--- src/rtl/mcr_defines.vh ---
// Constants for the command decoder and operating configuration register.
// Assumes a single 25 MHz master clock and the serial pins of the device.
//
// What this block does
// - An 8-bit write-only command byte opens every serial transfer.
// - Command bits four to zero address the register of the next transfer.
// - Command bit seven one means write, zero means read.
// - Configuration bit zero bypasses the first channel high-pass filter.
// - Configuration bit one bypasses the post-multiplier low-pass filter.
// - Bit two stops the energy pulse output; bit three stops dip detection.
// - Bit four powers down both converters; keep it zero normally.
// - Bit five starts a thermal conversion and self-clears when it finishes.
// - Bit six resets the chip; host waits 18 us before the next transfer.
// - Bit seven selects calibration mode instead of normal metering.
// - Bit eight shorts first converter inputs; bit nine shorts the second's.
// - Bit ten swaps the two input pairs between the converters.
// - Bits twelve, eleven set waveform rate: clock over 128, 256, 512, 1024.
// - Configuration register is 16 bits, read/write anytime, resets to 000c.
// - Bits fourteen, thirteen select waveform source; code 01 is reserved.
`ifndef MCR_DEFINES_VH
`define MCR_DEFINES_VH

////////////////////////////////////////////////////////////////////////////////
// Command byte fields
`define MCR_CMD_DIR_BIT    7
`define MCR_CMD_ADDR_HI    4

////////////////////////////////////////////////////////////////////////////////
// Register addresses
`define MCR_ADDR_WAVE      5'h01
`define MCR_ADDR_ENERGY    5'h02
`define MCR_ADDR_RSTENERGY 5'h03
`define MCR_ADDR_STATUS    5'h04
`define MCR_ADDR_RSTSTATUS 5'h05
`define MCR_ADDR_OPCFG     5'h06
`define MCR_ADDR_TEMP      5'h12

////////////////////////////////////////////////////////////////////////////////
// Operating configuration fields and reset value
`define MCR_OPCFG_RESET    16'h000c
`define MCR_B_HPF          0
`define MCR_B_LPF          1
`define MCR_B_PULSE        2
`define MCR_B_DIP          3
`define MCR_B_PDN          4
`define MCR_B_THERM        5
`define MCR_B_SOFT_CHIP_RESET        6
`define MCR_B_CAL          7
`define MCR_B_SHORT1       8
`define MCR_B_SHORT2       9
`define MCR_B_SWAP         10
`define MCR_B_RATE_LO      11
`define MCR_B_RATE_HI      12
`define MCR_B_SRC_LO       13
`define MCR_B_SRC_HI       14

////////////////////////////////////////////////////////////////////////////////
// Timing
`define MCR_CLK_NS         40
`define MCR_SOFT_CHIP_RESET_HOLD_NS  18000
`define MCR_RATE_DIV_BASE  128

`endif

--- src/rtl/mcr_rate_div.v ---
// Waveform sample rate divider: one-cycle enable pulse per update period.
// Assumes the master clock and a rate code from the configuration register.
`timescale 1ns/1ps
`include "mcr_defines.vh"

module mcr_rate_div (
    // Clock and reset
    input  wire       mclk,
    input  wire       rst_n,
    // Control
    input  wire [1:0] rate_sel,
    // Enable out
    output reg        sample_en
);

    reg  [9:0] cnt;
    wire [9:0] last;

    // Code 11 gives clock over 1024; base period doubles per code step
    assign last = (10'h080 << rate_sel) - 10'h001;

    always @(posedge mclk or negedge rst_n) begin
        if (!rst_n) begin
            cnt       <= 10'h000;
            sample_en <= 1'b0;
        end else begin
            // A rate change mid-period takes effect at once; a count already past the new end wraps next cycle
            if (cnt >= last) begin
                cnt       <= 10'h000;
                sample_en <= 1'b1;
            end else begin
                cnt       <= cnt + 10'h001;
                sample_en <= 1'b0;
            end
        end
    end

endmodule

--- src/rtl/mcr_top.v ---
// Command byte decoder, serial register access and operating configuration.
// Assumes host-driven serial pins; other registers live outside on ext_* ports.
`timescale 1ns/1ps
`include "mcr_defines.vh"

module mcr_top #(
    parameter DATA_W = 40
) (
    // Clock and reset
    input  wire              mclk,
    input  wire              rst_n,
    // Serial pins from the host
    input  wire              sclk,
    input  wire              din,
    input  wire              cs_n,
    output reg               dout,
    // Access to the remaining registers
    output reg  [4:0]        ext_addr,
    output reg               ext_wr,
    output reg  [DATA_W-1:0] ext_wr_data,
    input  wire [DATA_W-1:0] ext_rd_data,
    // Thermal conversion handshake
    input  wire              thermal_done,
    // Configuration controls
    output wire              hipass_bypass,
    output wire              post_mult_lowpass_bypass,
    output wire              pulse_out_off,
    output wire              dip_detect_off,
    output wire              converters_powerdown,
    output wire              thermal_conv_start,
    output wire              calibration_select,
    output wire              short_first_inputs,
    output wire              short_second_inputs,
    output wire              swap_inputs,
    output wire [1:0]        wave_rate_sel,
    output wire [1:0]        wave_source_sel,
    output reg               soft_chip_reset,
    output wire              wave_sample_en
);

    ////////////////////////////////////////////////////////////////////////////
    // Constants
    localparam integer HOLD_CYC_I = (`MCR_SOFT_CHIP_RESET_HOLD_NS + `MCR_CLK_NS - 1) / `MCR_CLK_NS;
    localparam [8:0]   HOLD_CYC   = HOLD_CYC_I[8:0];
    localparam [1:0] ST_CMD  = 2'd0;
    localparam [1:0] ST_LOAD = 2'd1;
    localparam [1:0] ST_WR   = 2'd2;
    localparam [1:0] ST_RD   = 2'd3;

    ////////////////////////////////////////////////////////////////////////////
    // Pin synchronisers, three stages each
    reg  [2:0] sclk_s;
    reg  [2:0] din_s;
    reg  [2:0] cs_s;
    reg        sclk_q;
    reg        cs_q;

    always @(posedge mclk or negedge rst_n) begin
        if (!rst_n) begin
            sclk_s <= 3'h7;
            din_s  <= 3'h0;
            cs_s   <= 3'h7;
            sclk_q <= 1'b1;
            cs_q   <= 1'b1;
        end else begin
            sclk_s <= {sclk_s[1:0], sclk};
            din_s  <= {din_s[1:0], din};
            cs_s   <= {cs_s[1:0], cs_n};
            // A level counts only once stages two and three agree
            if (sclk_s[1] == sclk_s[2])
                sclk_q <= sclk_s[2];
            if (cs_s[1] == cs_s[2])
                cs_q <= cs_s[2];
        end
    end

    wire sclk_fall = (sclk_s[1] == sclk_s[2]) && !sclk_s[2] && sclk_q;
    wire sclk_rise = (sclk_s[1] == sclk_s[2]) && sclk_s[2] && !sclk_q;
    wire selected  = !cs_q;

    ////////////////////////////////////////////////////////////////////////////
    // Transfer length in bytes for each address
    function [2:0] xfer_bytes;
        input [4:0] a;
        begin
            case (a)
                5'h01:                         xfer_bytes = 3'd3;
                5'h02, 5'h03:                  xfer_bytes = 3'd5;
                5'h06, 5'h07, 5'h0b, 5'h0d,
                5'h0e:                         xfer_bytes = 3'd2;
                default:                       xfer_bytes = 3'd1;
            endcase
        end
    endfunction

    function read_only;
        input [4:0] a;
        begin
            read_only = (a >= `MCR_ADDR_WAVE && a <= `MCR_ADDR_RSTSTATUS) ||
                        (a == `MCR_ADDR_TEMP);
        end
    endfunction

    ////////////////////////////////////////////////////////////////////////////
    // Serial engine and configuration register
    reg [15:0]       opcfg;
    reg [1:0]        state;
    reg [5:0]        bit_cnt;
    reg [5:0]        bit_total;
    reg [7:0]        cmd_sh;
    reg [DATA_W-1:0] data_sh;
    reg [8:0]        hold_cnt;

    wire [7:0]  cmd_next = {cmd_sh[6:0], din_s[2]};
    wire [DATA_W-1:0] data_next = {data_sh[DATA_W-2:0], din_s[2]};
    wire [DATA_W-1:0] rd_val = (ext_addr == `MCR_ADDR_OPCFG) ?
                               {{(DATA_W-16){1'b0}}, opcfg} : ext_rd_data;
    wire [5:0]  rd_shift = 6'd40 - bit_total;
    wire        holding  = (hold_cnt != 9'h000);

    always @(posedge mclk or negedge rst_n) begin
        if (!rst_n) begin
            opcfg           <= `MCR_OPCFG_RESET;
            state           <= ST_CMD;
            bit_cnt         <= 6'h00;
            bit_total       <= 6'h08;
            cmd_sh          <= 8'h00;
            data_sh         <= {DATA_W{1'b0}};
            ext_addr        <= 5'h00;
            ext_wr          <= 1'b0;
            ext_wr_data     <= {DATA_W{1'b0}};
            dout            <= 1'b0;
            hold_cnt        <= 9'h000;
            soft_chip_reset <= 1'b0;
        end else if (holding) begin
            // Engine state and opcfg rest in reset for the hold time; serial input ignored
            hold_cnt        <= hold_cnt - 9'h001;
            soft_chip_reset <= (hold_cnt != 9'h001);
            opcfg           <= `MCR_OPCFG_RESET;
            state           <= ST_CMD;
            bit_cnt         <= 6'h00;
            ext_wr          <= 1'b0;
            dout            <= 1'b0;
        end else begin
            ext_wr <= 1'b0;
            // Conversion done clears the start bit unless a write sets it now
            if (thermal_done)
                opcfg[`MCR_B_THERM] <= 1'b0;
            if (!selected) begin
                state   <= ST_CMD;
                bit_cnt <= 6'h00;
            end else begin
                case (state)
                    ST_CMD: begin
                        if (sclk_fall) begin
                            cmd_sh  <= cmd_next;
                            bit_cnt <= bit_cnt + 6'h01;
                            if (bit_cnt == 6'd7) begin
                                // Bits five and six are don't-care here
                                ext_addr  <= cmd_next[`MCR_CMD_ADDR_HI:0];
                                bit_total <= {xfer_bytes(cmd_next[4:0]), 3'b000};
                                // Stale bits must not leak above a short write
                                data_sh   <= {DATA_W{1'b0}};
                                bit_cnt   <= 6'h00;
                                state     <= cmd_next[`MCR_CMD_DIR_BIT] ?
                                             ST_WR : ST_LOAD;
                            end
                        end
                    end
                    ST_LOAD: begin
                        // Read value taken one cycle after ext_addr settles
                        data_sh <= rd_val << rd_shift;
                        state   <= ST_RD;
                    end
                    ST_WR: begin
                        if (sclk_fall) begin
                            data_sh <= data_next;
                            bit_cnt <= bit_cnt + 6'h01;
                            if (bit_cnt == bit_total - 6'h01) begin
                                bit_cnt <= 6'h00;
                                state   <= ST_CMD;
                                if (ext_addr == `MCR_ADDR_OPCFG) begin
                                    opcfg <= data_next[15:0];
                                    if (data_next[`MCR_B_SOFT_CHIP_RESET]) begin
                                        hold_cnt        <= HOLD_CYC;
                                        soft_chip_reset <= 1'b1;
                                    end
                                end else if (!read_only(ext_addr)) begin
                                    ext_wr      <= 1'b1;
                                    ext_wr_data <= data_next;
                                end
                            end
                        end
                    end
                    ST_RD: begin
                        if (sclk_rise) begin
                            dout    <= data_sh[DATA_W-1];
                            data_sh <= {data_sh[DATA_W-2:0], 1'b0};
                        end
                        if (sclk_fall) begin
                            bit_cnt <= bit_cnt + 6'h01;
                            if (bit_cnt == bit_total - 6'h01) begin
                                bit_cnt <= 6'h00;
                                state   <= ST_CMD;
                            end
                        end
                    end
                    default: state <= ST_CMD;
                endcase
            end
        end
    end

    ////////////////////////////////////////////////////////////////////////////
    // Configuration fields straight from the register
    assign hipass_bypass            = opcfg[`MCR_B_HPF];
    assign post_mult_lowpass_bypass = opcfg[`MCR_B_LPF];
    assign pulse_out_off            = opcfg[`MCR_B_PULSE];
    assign dip_detect_off           = opcfg[`MCR_B_DIP];
    assign converters_powerdown     = opcfg[`MCR_B_PDN];
    assign thermal_conv_start       = opcfg[`MCR_B_THERM];
    assign calibration_select       = opcfg[`MCR_B_CAL];
    assign short_first_inputs       = opcfg[`MCR_B_SHORT1];
    assign short_second_inputs      = opcfg[`MCR_B_SHORT2];
    assign swap_inputs              = opcfg[`MCR_B_SWAP];
    assign wave_rate_sel            = opcfg[`MCR_B_RATE_HI:`MCR_B_RATE_LO];
    // Reserved code 01 is passed through; the sampler treats it as undefined
    assign wave_source_sel          = opcfg[`MCR_B_SRC_HI:`MCR_B_SRC_LO];

    ////////////////////////////////////////////////////////////////////////////
    // Waveform update rate
    mcr_rate_div u_rate (
        .mclk      (mclk),
        .rst_n     (rst_n),
        .rate_sel  (wave_rate_sel),
        .sample_en (wave_sample_en)
    );

endmodule
--- config.mk ---
export PLATFORM = sky130hd
export DESIGN_NAME = mcr_top
export DESIGN_NICKNAME = d
export VERILOG_FILES = /design/src/rtl/mcr_rate_div.v /design/src/rtl/mcr_top.v
export VERILOG_INCLUDE_DIRS = /design/src /design/src/rtl
export SDC_FILE = /design/constraint.sdc
export NUM_CORES = 1
export LEC_CHECK = 0
export BUFFER_PORTS_ARGS = -buffer_cell sky130_fd_sc_hd__buf_4
export CELL_PAD_IN_SITES_DETAIL_PLACEMENT = 2
export CELL_PAD_IN_SITES_GLOBAL_PLACEMENT = 2
export CORE_ASPECT_RATIO = 2
export CORE_MARGIN = 4
export CORE_UTILIZATION = 38
export CTS_CLUSTER_DIAMETER = 150
export DETAILED_ROUTE_END_ITERATION = 10
export GPL_ROUTABILITY_DRIVEN = 0
export HOLD_SLACK_MARGIN = 0.08
export PLACE_DENSITY_LB_ADDON = 0.15
export SETUP_SLACK_MARGIN = 0.02
export SLEW_MARGIN = 20
export SYNTH_ARGS = -nofsm -noshare
export SYNTH_HDL_FRONTEND = slang
export SYNTH_HIERARCHICAL = 1
export SYNTH_SLANG_ARGS = --single-unit
export TNS_END_PERCENT = 50
--- constraint.sdc ---
create_clock -name mclk -period 4.4 [get_ports mclk]
set_input_delay 0.88 -clock mclk [delete_from_list [all_inputs] [get_ports mclk]]
set_output_delay 0.88 -clock mclk [all_outputs]
set_load 0.05 [all_outputs]
* Yosys cells after proc, flatten, opt, wreduce, memory -nomap -nowiden
Memory sizes are Yosys's and may differ from the RTL's.
Cells that the tools add are included.
** Cells by class
- Add/sub/neg operators :: 6
- Magnitude comparators :: 3
- Equality and inequality tests :: 19
- Shift-type cells :: 2
- Muxes and demuxes :: 56
- Bitwise operators :: 4
- Reductions and logical operators :: 28
** Operators by type and width (count)
- $mux 40 :: 5
- $pmux 40 s4 :: 1
- $mux 16 :: 6
- $mux 9 :: 7
- $shl 40x6->40 :: 1
- $mux 6 :: 6
- $mux 1 :: 20
- $mux 2 :: 7
- $reduce_bool 2->1 :: 7
- $pmux 6 s2 :: 1
- $reduce_and 6->1 :: 2
- $add 10x1->10 const B :: 1
- $ge 10x10->1 :: 1
- $mux 10 :: 1
- $reduce_and 5->1 :: 2
- $shl 8x2->10 const A :: 1
- $sub 10x1->10 const B :: 1
- $ne 9x1->1 const B :: 1
- $reduce_bool 9->1 :: 1
- $sub 9x1->9 const B :: 1
- $ne 2x2->1 const B :: 4
- $ne 4x1->1 const B :: 2
- $ne 4x4->1 const B :: 2
- $reduce_and 4->1 :: 2
- 24 further kinds :: 35
** Word-level totals
- Flip-flop bits (word level) :: 153
- ROM bits :: 48
- Output and inout bits :: 63
- Word-level logic and storage cells :: 139
- Memories kept :: 1
** Memory list
- (no name shown) :: depth 16, width 3, read ports 1, clocked after memory_dff 0, wr ports 0, line mcr_top.v:86 : case (a)

* Logic depth before layout (Yosys ltp)
- Depth in word-level cells :: 10
- Depth in mapped cells :: 11

* Hierarchy
The synthesis kept the hierarchy.
** Modules (own cells, without submodules)
- mcr_top :: times used 1, cells an instance 679, area each 7432.1 µm², sequential area each 3567.2 µm²
- mcr_rate_div :: times used 1, cells an instance 61, area each 604.3 µm², sequential area each 275.3 µm²

* Worst setup path after synthesis
OpenSTA, ideal clock, no wires.
- Path type :: register to register
- Start :: register bit_total[3]
- End :: register ext_wr_data[0]
- Setup time :: 0.125 ns
- Arrival :: 3.192 ns
- Slack :: 1.083 ns
- Cell stages (with the launch flop) :: 11
- Buffers on the path :: 4
- Period minus slack after synthesis :: 3.317 ns
- Path through :: dfstp_2 -> clkbuf_1 -> inv_1 -> clkbuf_1 -> ha_1 -> xnor2_1 -> or4_1 -> or4_1 -> buf_2 -> buf_6 -> mux2_4
** Between the ends
- Word-level cells in the longest chain between the ends :: 3
** Ends and longest elaborated chain
- start: declaration :: line mcr_top.v:109 : reg [5:0] bit_total;
- start signal: assignment :: line mcr_top.v:161 : bit_total <= {xfer_bytes(cmd_next[4:0]), 3'b000};
- $sub 6x1->6 :: line mcr_top.v:179 : if (bit_cnt == bit_total - 6'h01) begin
- $eq 6x6->1 :: line mcr_top.v:179
- $reduce_and 7->1 (no source line)
- end signal: assignment :: line mcr_top.v:131 : ext_wr_data <= {DATA_W{1'b0}};
- end signal: assignment :: line mcr_top.v:190 : ext_wr_data <= data_next;
- end: declaration :: line mcr_top.v:20 : output reg [DATA_W-1:0] ext_wr_data,
Every way passes these cells.
A chain may end at the register's enable or synchronous reset.

* Final worst setup path
- Start :: register hold_cnt[1]
- End :: register ext_wr_data[35]
** Between the ends
- Word-level cells in the longest chain between the ends :: 3
** Ends and longest elaborated chain
- start: declaration :: line mcr_top.v:112 : reg [8:0] hold_cnt;
- start signal: assignment :: line mcr_top.v:137 : hold_cnt <= hold_cnt - 9'h001;
- $reduce_bool 9->1 :: line mcr_top.v:119 : wire holding = (hold_cnt != 9'h000);
- $not 1->1 (no source line)
- $reduce_and 7->1 (no source line)
Every way passes these cells.

==> impl_metrics.toml <==
[critical_path]
critPathCaptureType = "flip-flop"
worstPathRequired_ps = 4720
critPathLaunchType = "flip-flop"
path_class = "reg2reg"
crit_arrival_ps = 3770
cp_max_fo = 40

[cts]
cts-root-buf = "clkbuf_16"
cts_tree = "yes"
cts_sinks = 153
cts.clk_slew.worst_paths_ps = 70
htree_levels = 4
numCtsBuffers = 17
clkLatencyLatePin_ps = 450
holdBufCountCts = 0
cts_buffer_depth = 2
postCtsSetupRepairBufs = 0
cts_resized = 0

[floorplanning]
core_mm2 = 0.0209
core.rowCount = 75
start_util_pct = 38.4
fp.dieH_um = 214
fp.dieArea_mm2 = 0.0237
pin_count = 109
die_x_um = 111

[synth]
yosys.area.top_type = "dfrtp_1"
yosysMostFrequentCell = "dfrtp_1"
avgSynthCellArea_um2 = 10.9
synth-edff-count = 0
postSynthCellCount = 740
synth.distinct_cells = 60
synth_area_mm2 = 0.00804
synth.top_cells.by_count = "dfrtp_1 (142), nand2_1 (71), nor2_1 (60), mux2_4 (40), clkbuf_1 (39)"
ys_warn_count = 6
syn_nets = 798
synth_flop_cell = "dfrtp_1"
async_flop_share_pct = 100
yosys-top-cells-area = "dfrtp_1 (44%), mux2_4 (7.5%), dfstp_2 (3.6%), mux2_2 (3.5%), nand2_1 (3.3%)"
synth-seq-cells = 153
synthDominantCellAreaShare_pct = 44.2
seq_area_frac_synth_pct = 47.8

[place]
hpwl_um = 21000
port_buffers = 108

[cells_and_area]
multiInputGateArea_mm2 = 0.00389
fillers = 2210
nets = 880
diodes = 0
seqCellArea_mm2 = 0.00384
drive_gt1_share_pct = 29.5
areaGrowthSynthToFinish_pct = 19.5
final_util_pct = 45.9

[routing]
drtIter0Drc = 342
drc = 0
wl_per_cell_um = 25.9
ant_nets = 0
drt_wl_total_um = 28600
via_per_inst = 5.96
first_pass_iters = 4
vias = 6576

[grt]
gr-total-overflow = 0
grt_pass1_wl_um = 44900
antenna_found_initial = 0
grt_max_degree = 104
grt_usage_pct = 24.8
grt_pass1_vias = 7352

[sta]
skew_ps = 9.85
slew_headroom_pct = 25.8
final-max-slew-violation-count = 0
finalCriticalPeriod_ps = 3450
tightest_slew_ps = 1110
fin_tns_setup_ps = 0
finalCritPeriodShare_pct = 78.4
hold_viol_final = 0
fmax_ghz = 0.290
finalSetupViolations = 0
grt_setup_unrepaired = "no"

[power]
power_mw = 3.08
p_leak_nw = 4.41
power.density_mw_per_mm2 = 320
vdd_ir_drop_max_uv = 252

[job]
maxCapViolations = 0

[status]
outcome = "finished clean"

[min_path]
hp-class = "in2async"
[cell families after synthesis]
logic type	share of synthesized area [%]
AOI/OAI and AO/OA	14.6
xor gates and xnor gates	1.39
adders and majority gates	1.99
buffers and inverters	3.89
DFF	47.8
muxes	16.3
and+or+nand+nor	14.0
[critical path, stage by stage (launching register included)]
cell and delay (ps):
dfrtp_1 410, inv_1 120, ha_1 250, or3b_1 470, or4_1 610, or4_2 670
buf_4 390, mux2_4 400
[final cells by class]
type,instances,share of cell area [%]
inverters,13,0.508
multi-input cells,517,40.5
clock buffers,18,4.47
flip-flops and latches,153,40.0
repair buffers,120,9.76
well taps,269,3.50
clock inverters,14,1.22
[per-layer routing]
| layer | up-vias | track usage (%) | part of all wire [%] |
|---|---|---|---|
| li1 | 2916 | - | - |
| met1 | 3410 | 25.9 | 35 |
| met2 | 172 | 46.6 | 56 |
| met3 | 78 | 3.87 | 3.3 |
| met4 | 0 | 14.6 | 5.5 |
| met5 | - | 0 | 0 |
[sequential cells by signal, summed over array words and instances, names as in the netlist, 5 cells and up]
register and cells:
data_sh 40, ext_wr_data 40, opcfg 16, u_rate/cnt 10, hold_cnt 9, cmd_sh 7
bit_cnt 6, ext_addr 5
[report_power, final]
group	internal (mW)	total, mW	switching [mW]
Sequential	1.44	1.49	0.0439
Clock	0.734	1.40	0.666
Combinational	0.0817	0.193	0.111
Total	2.26	3.08	0.821
[stage by stage]
step	hold WS [ps]	cell area, um^2	instances	setup WS (ps)
floorplan	331	8040	740	1080
global placement	333	9020	1071	1130
detailed placement	343	9030	1071	988
CTS	359	9570	1103	940
global route	313	9610	1104	825
finish	312	9610	1104	952
[layout by cell type, fill, tap and decap left out, drive strengths merged, types with 8 or more instances in the layout]
master   synthesis  routed
dfrtp          142     142
dfstp           11      11
mux2i           25      25
nand3           16      16
a2bb2oi          8       8
nand2           71      71
mux2            65      65
a31oi           21      21
or4              9       9
a221oi          16      16
o311ai           9       9
mux4             8       8
a32o             8       8
o21ai           35      35
clkbuf          39      18
a21oi           27      27
nor2            60      60
buf             18     120
nor3             8       8
nor4            14      14
inv             13      19
and4             9       9
a2111oi          8       8
o211ai          10      10
ha              12      12
[final timing paths]
kind                       depth (start not counted)                     from  slack (ps)                           to
setup reg to reg                                   7  hold_cnt[1]$_DFFE_PN0P_         950  ext_wr_data[35]$_DFFE_PN0P_
setup / recovery                                   7  hold_cnt[1]$_DFFE_PN0P_         950  ext_wr_data[35]$_DFFE_PN0P_
hold / removal                                     1                    rst_n         310  ext_wr_data[34]$_DFFE_PN0P_
hold reg to reg                                    0       din_s[0]$_DFF_PN0_         360           din_s[1]$_DFF_PN0_
min in group mclk                                  0       din_s[0]$_DFF_PN0_         360           din_s[1]$_DFF_PN0_
max in group asynchronous                          2                    rst_n        3350         opcfg[3]$_DFFE_PN1P_
Power figures use the tool's default switching activity.
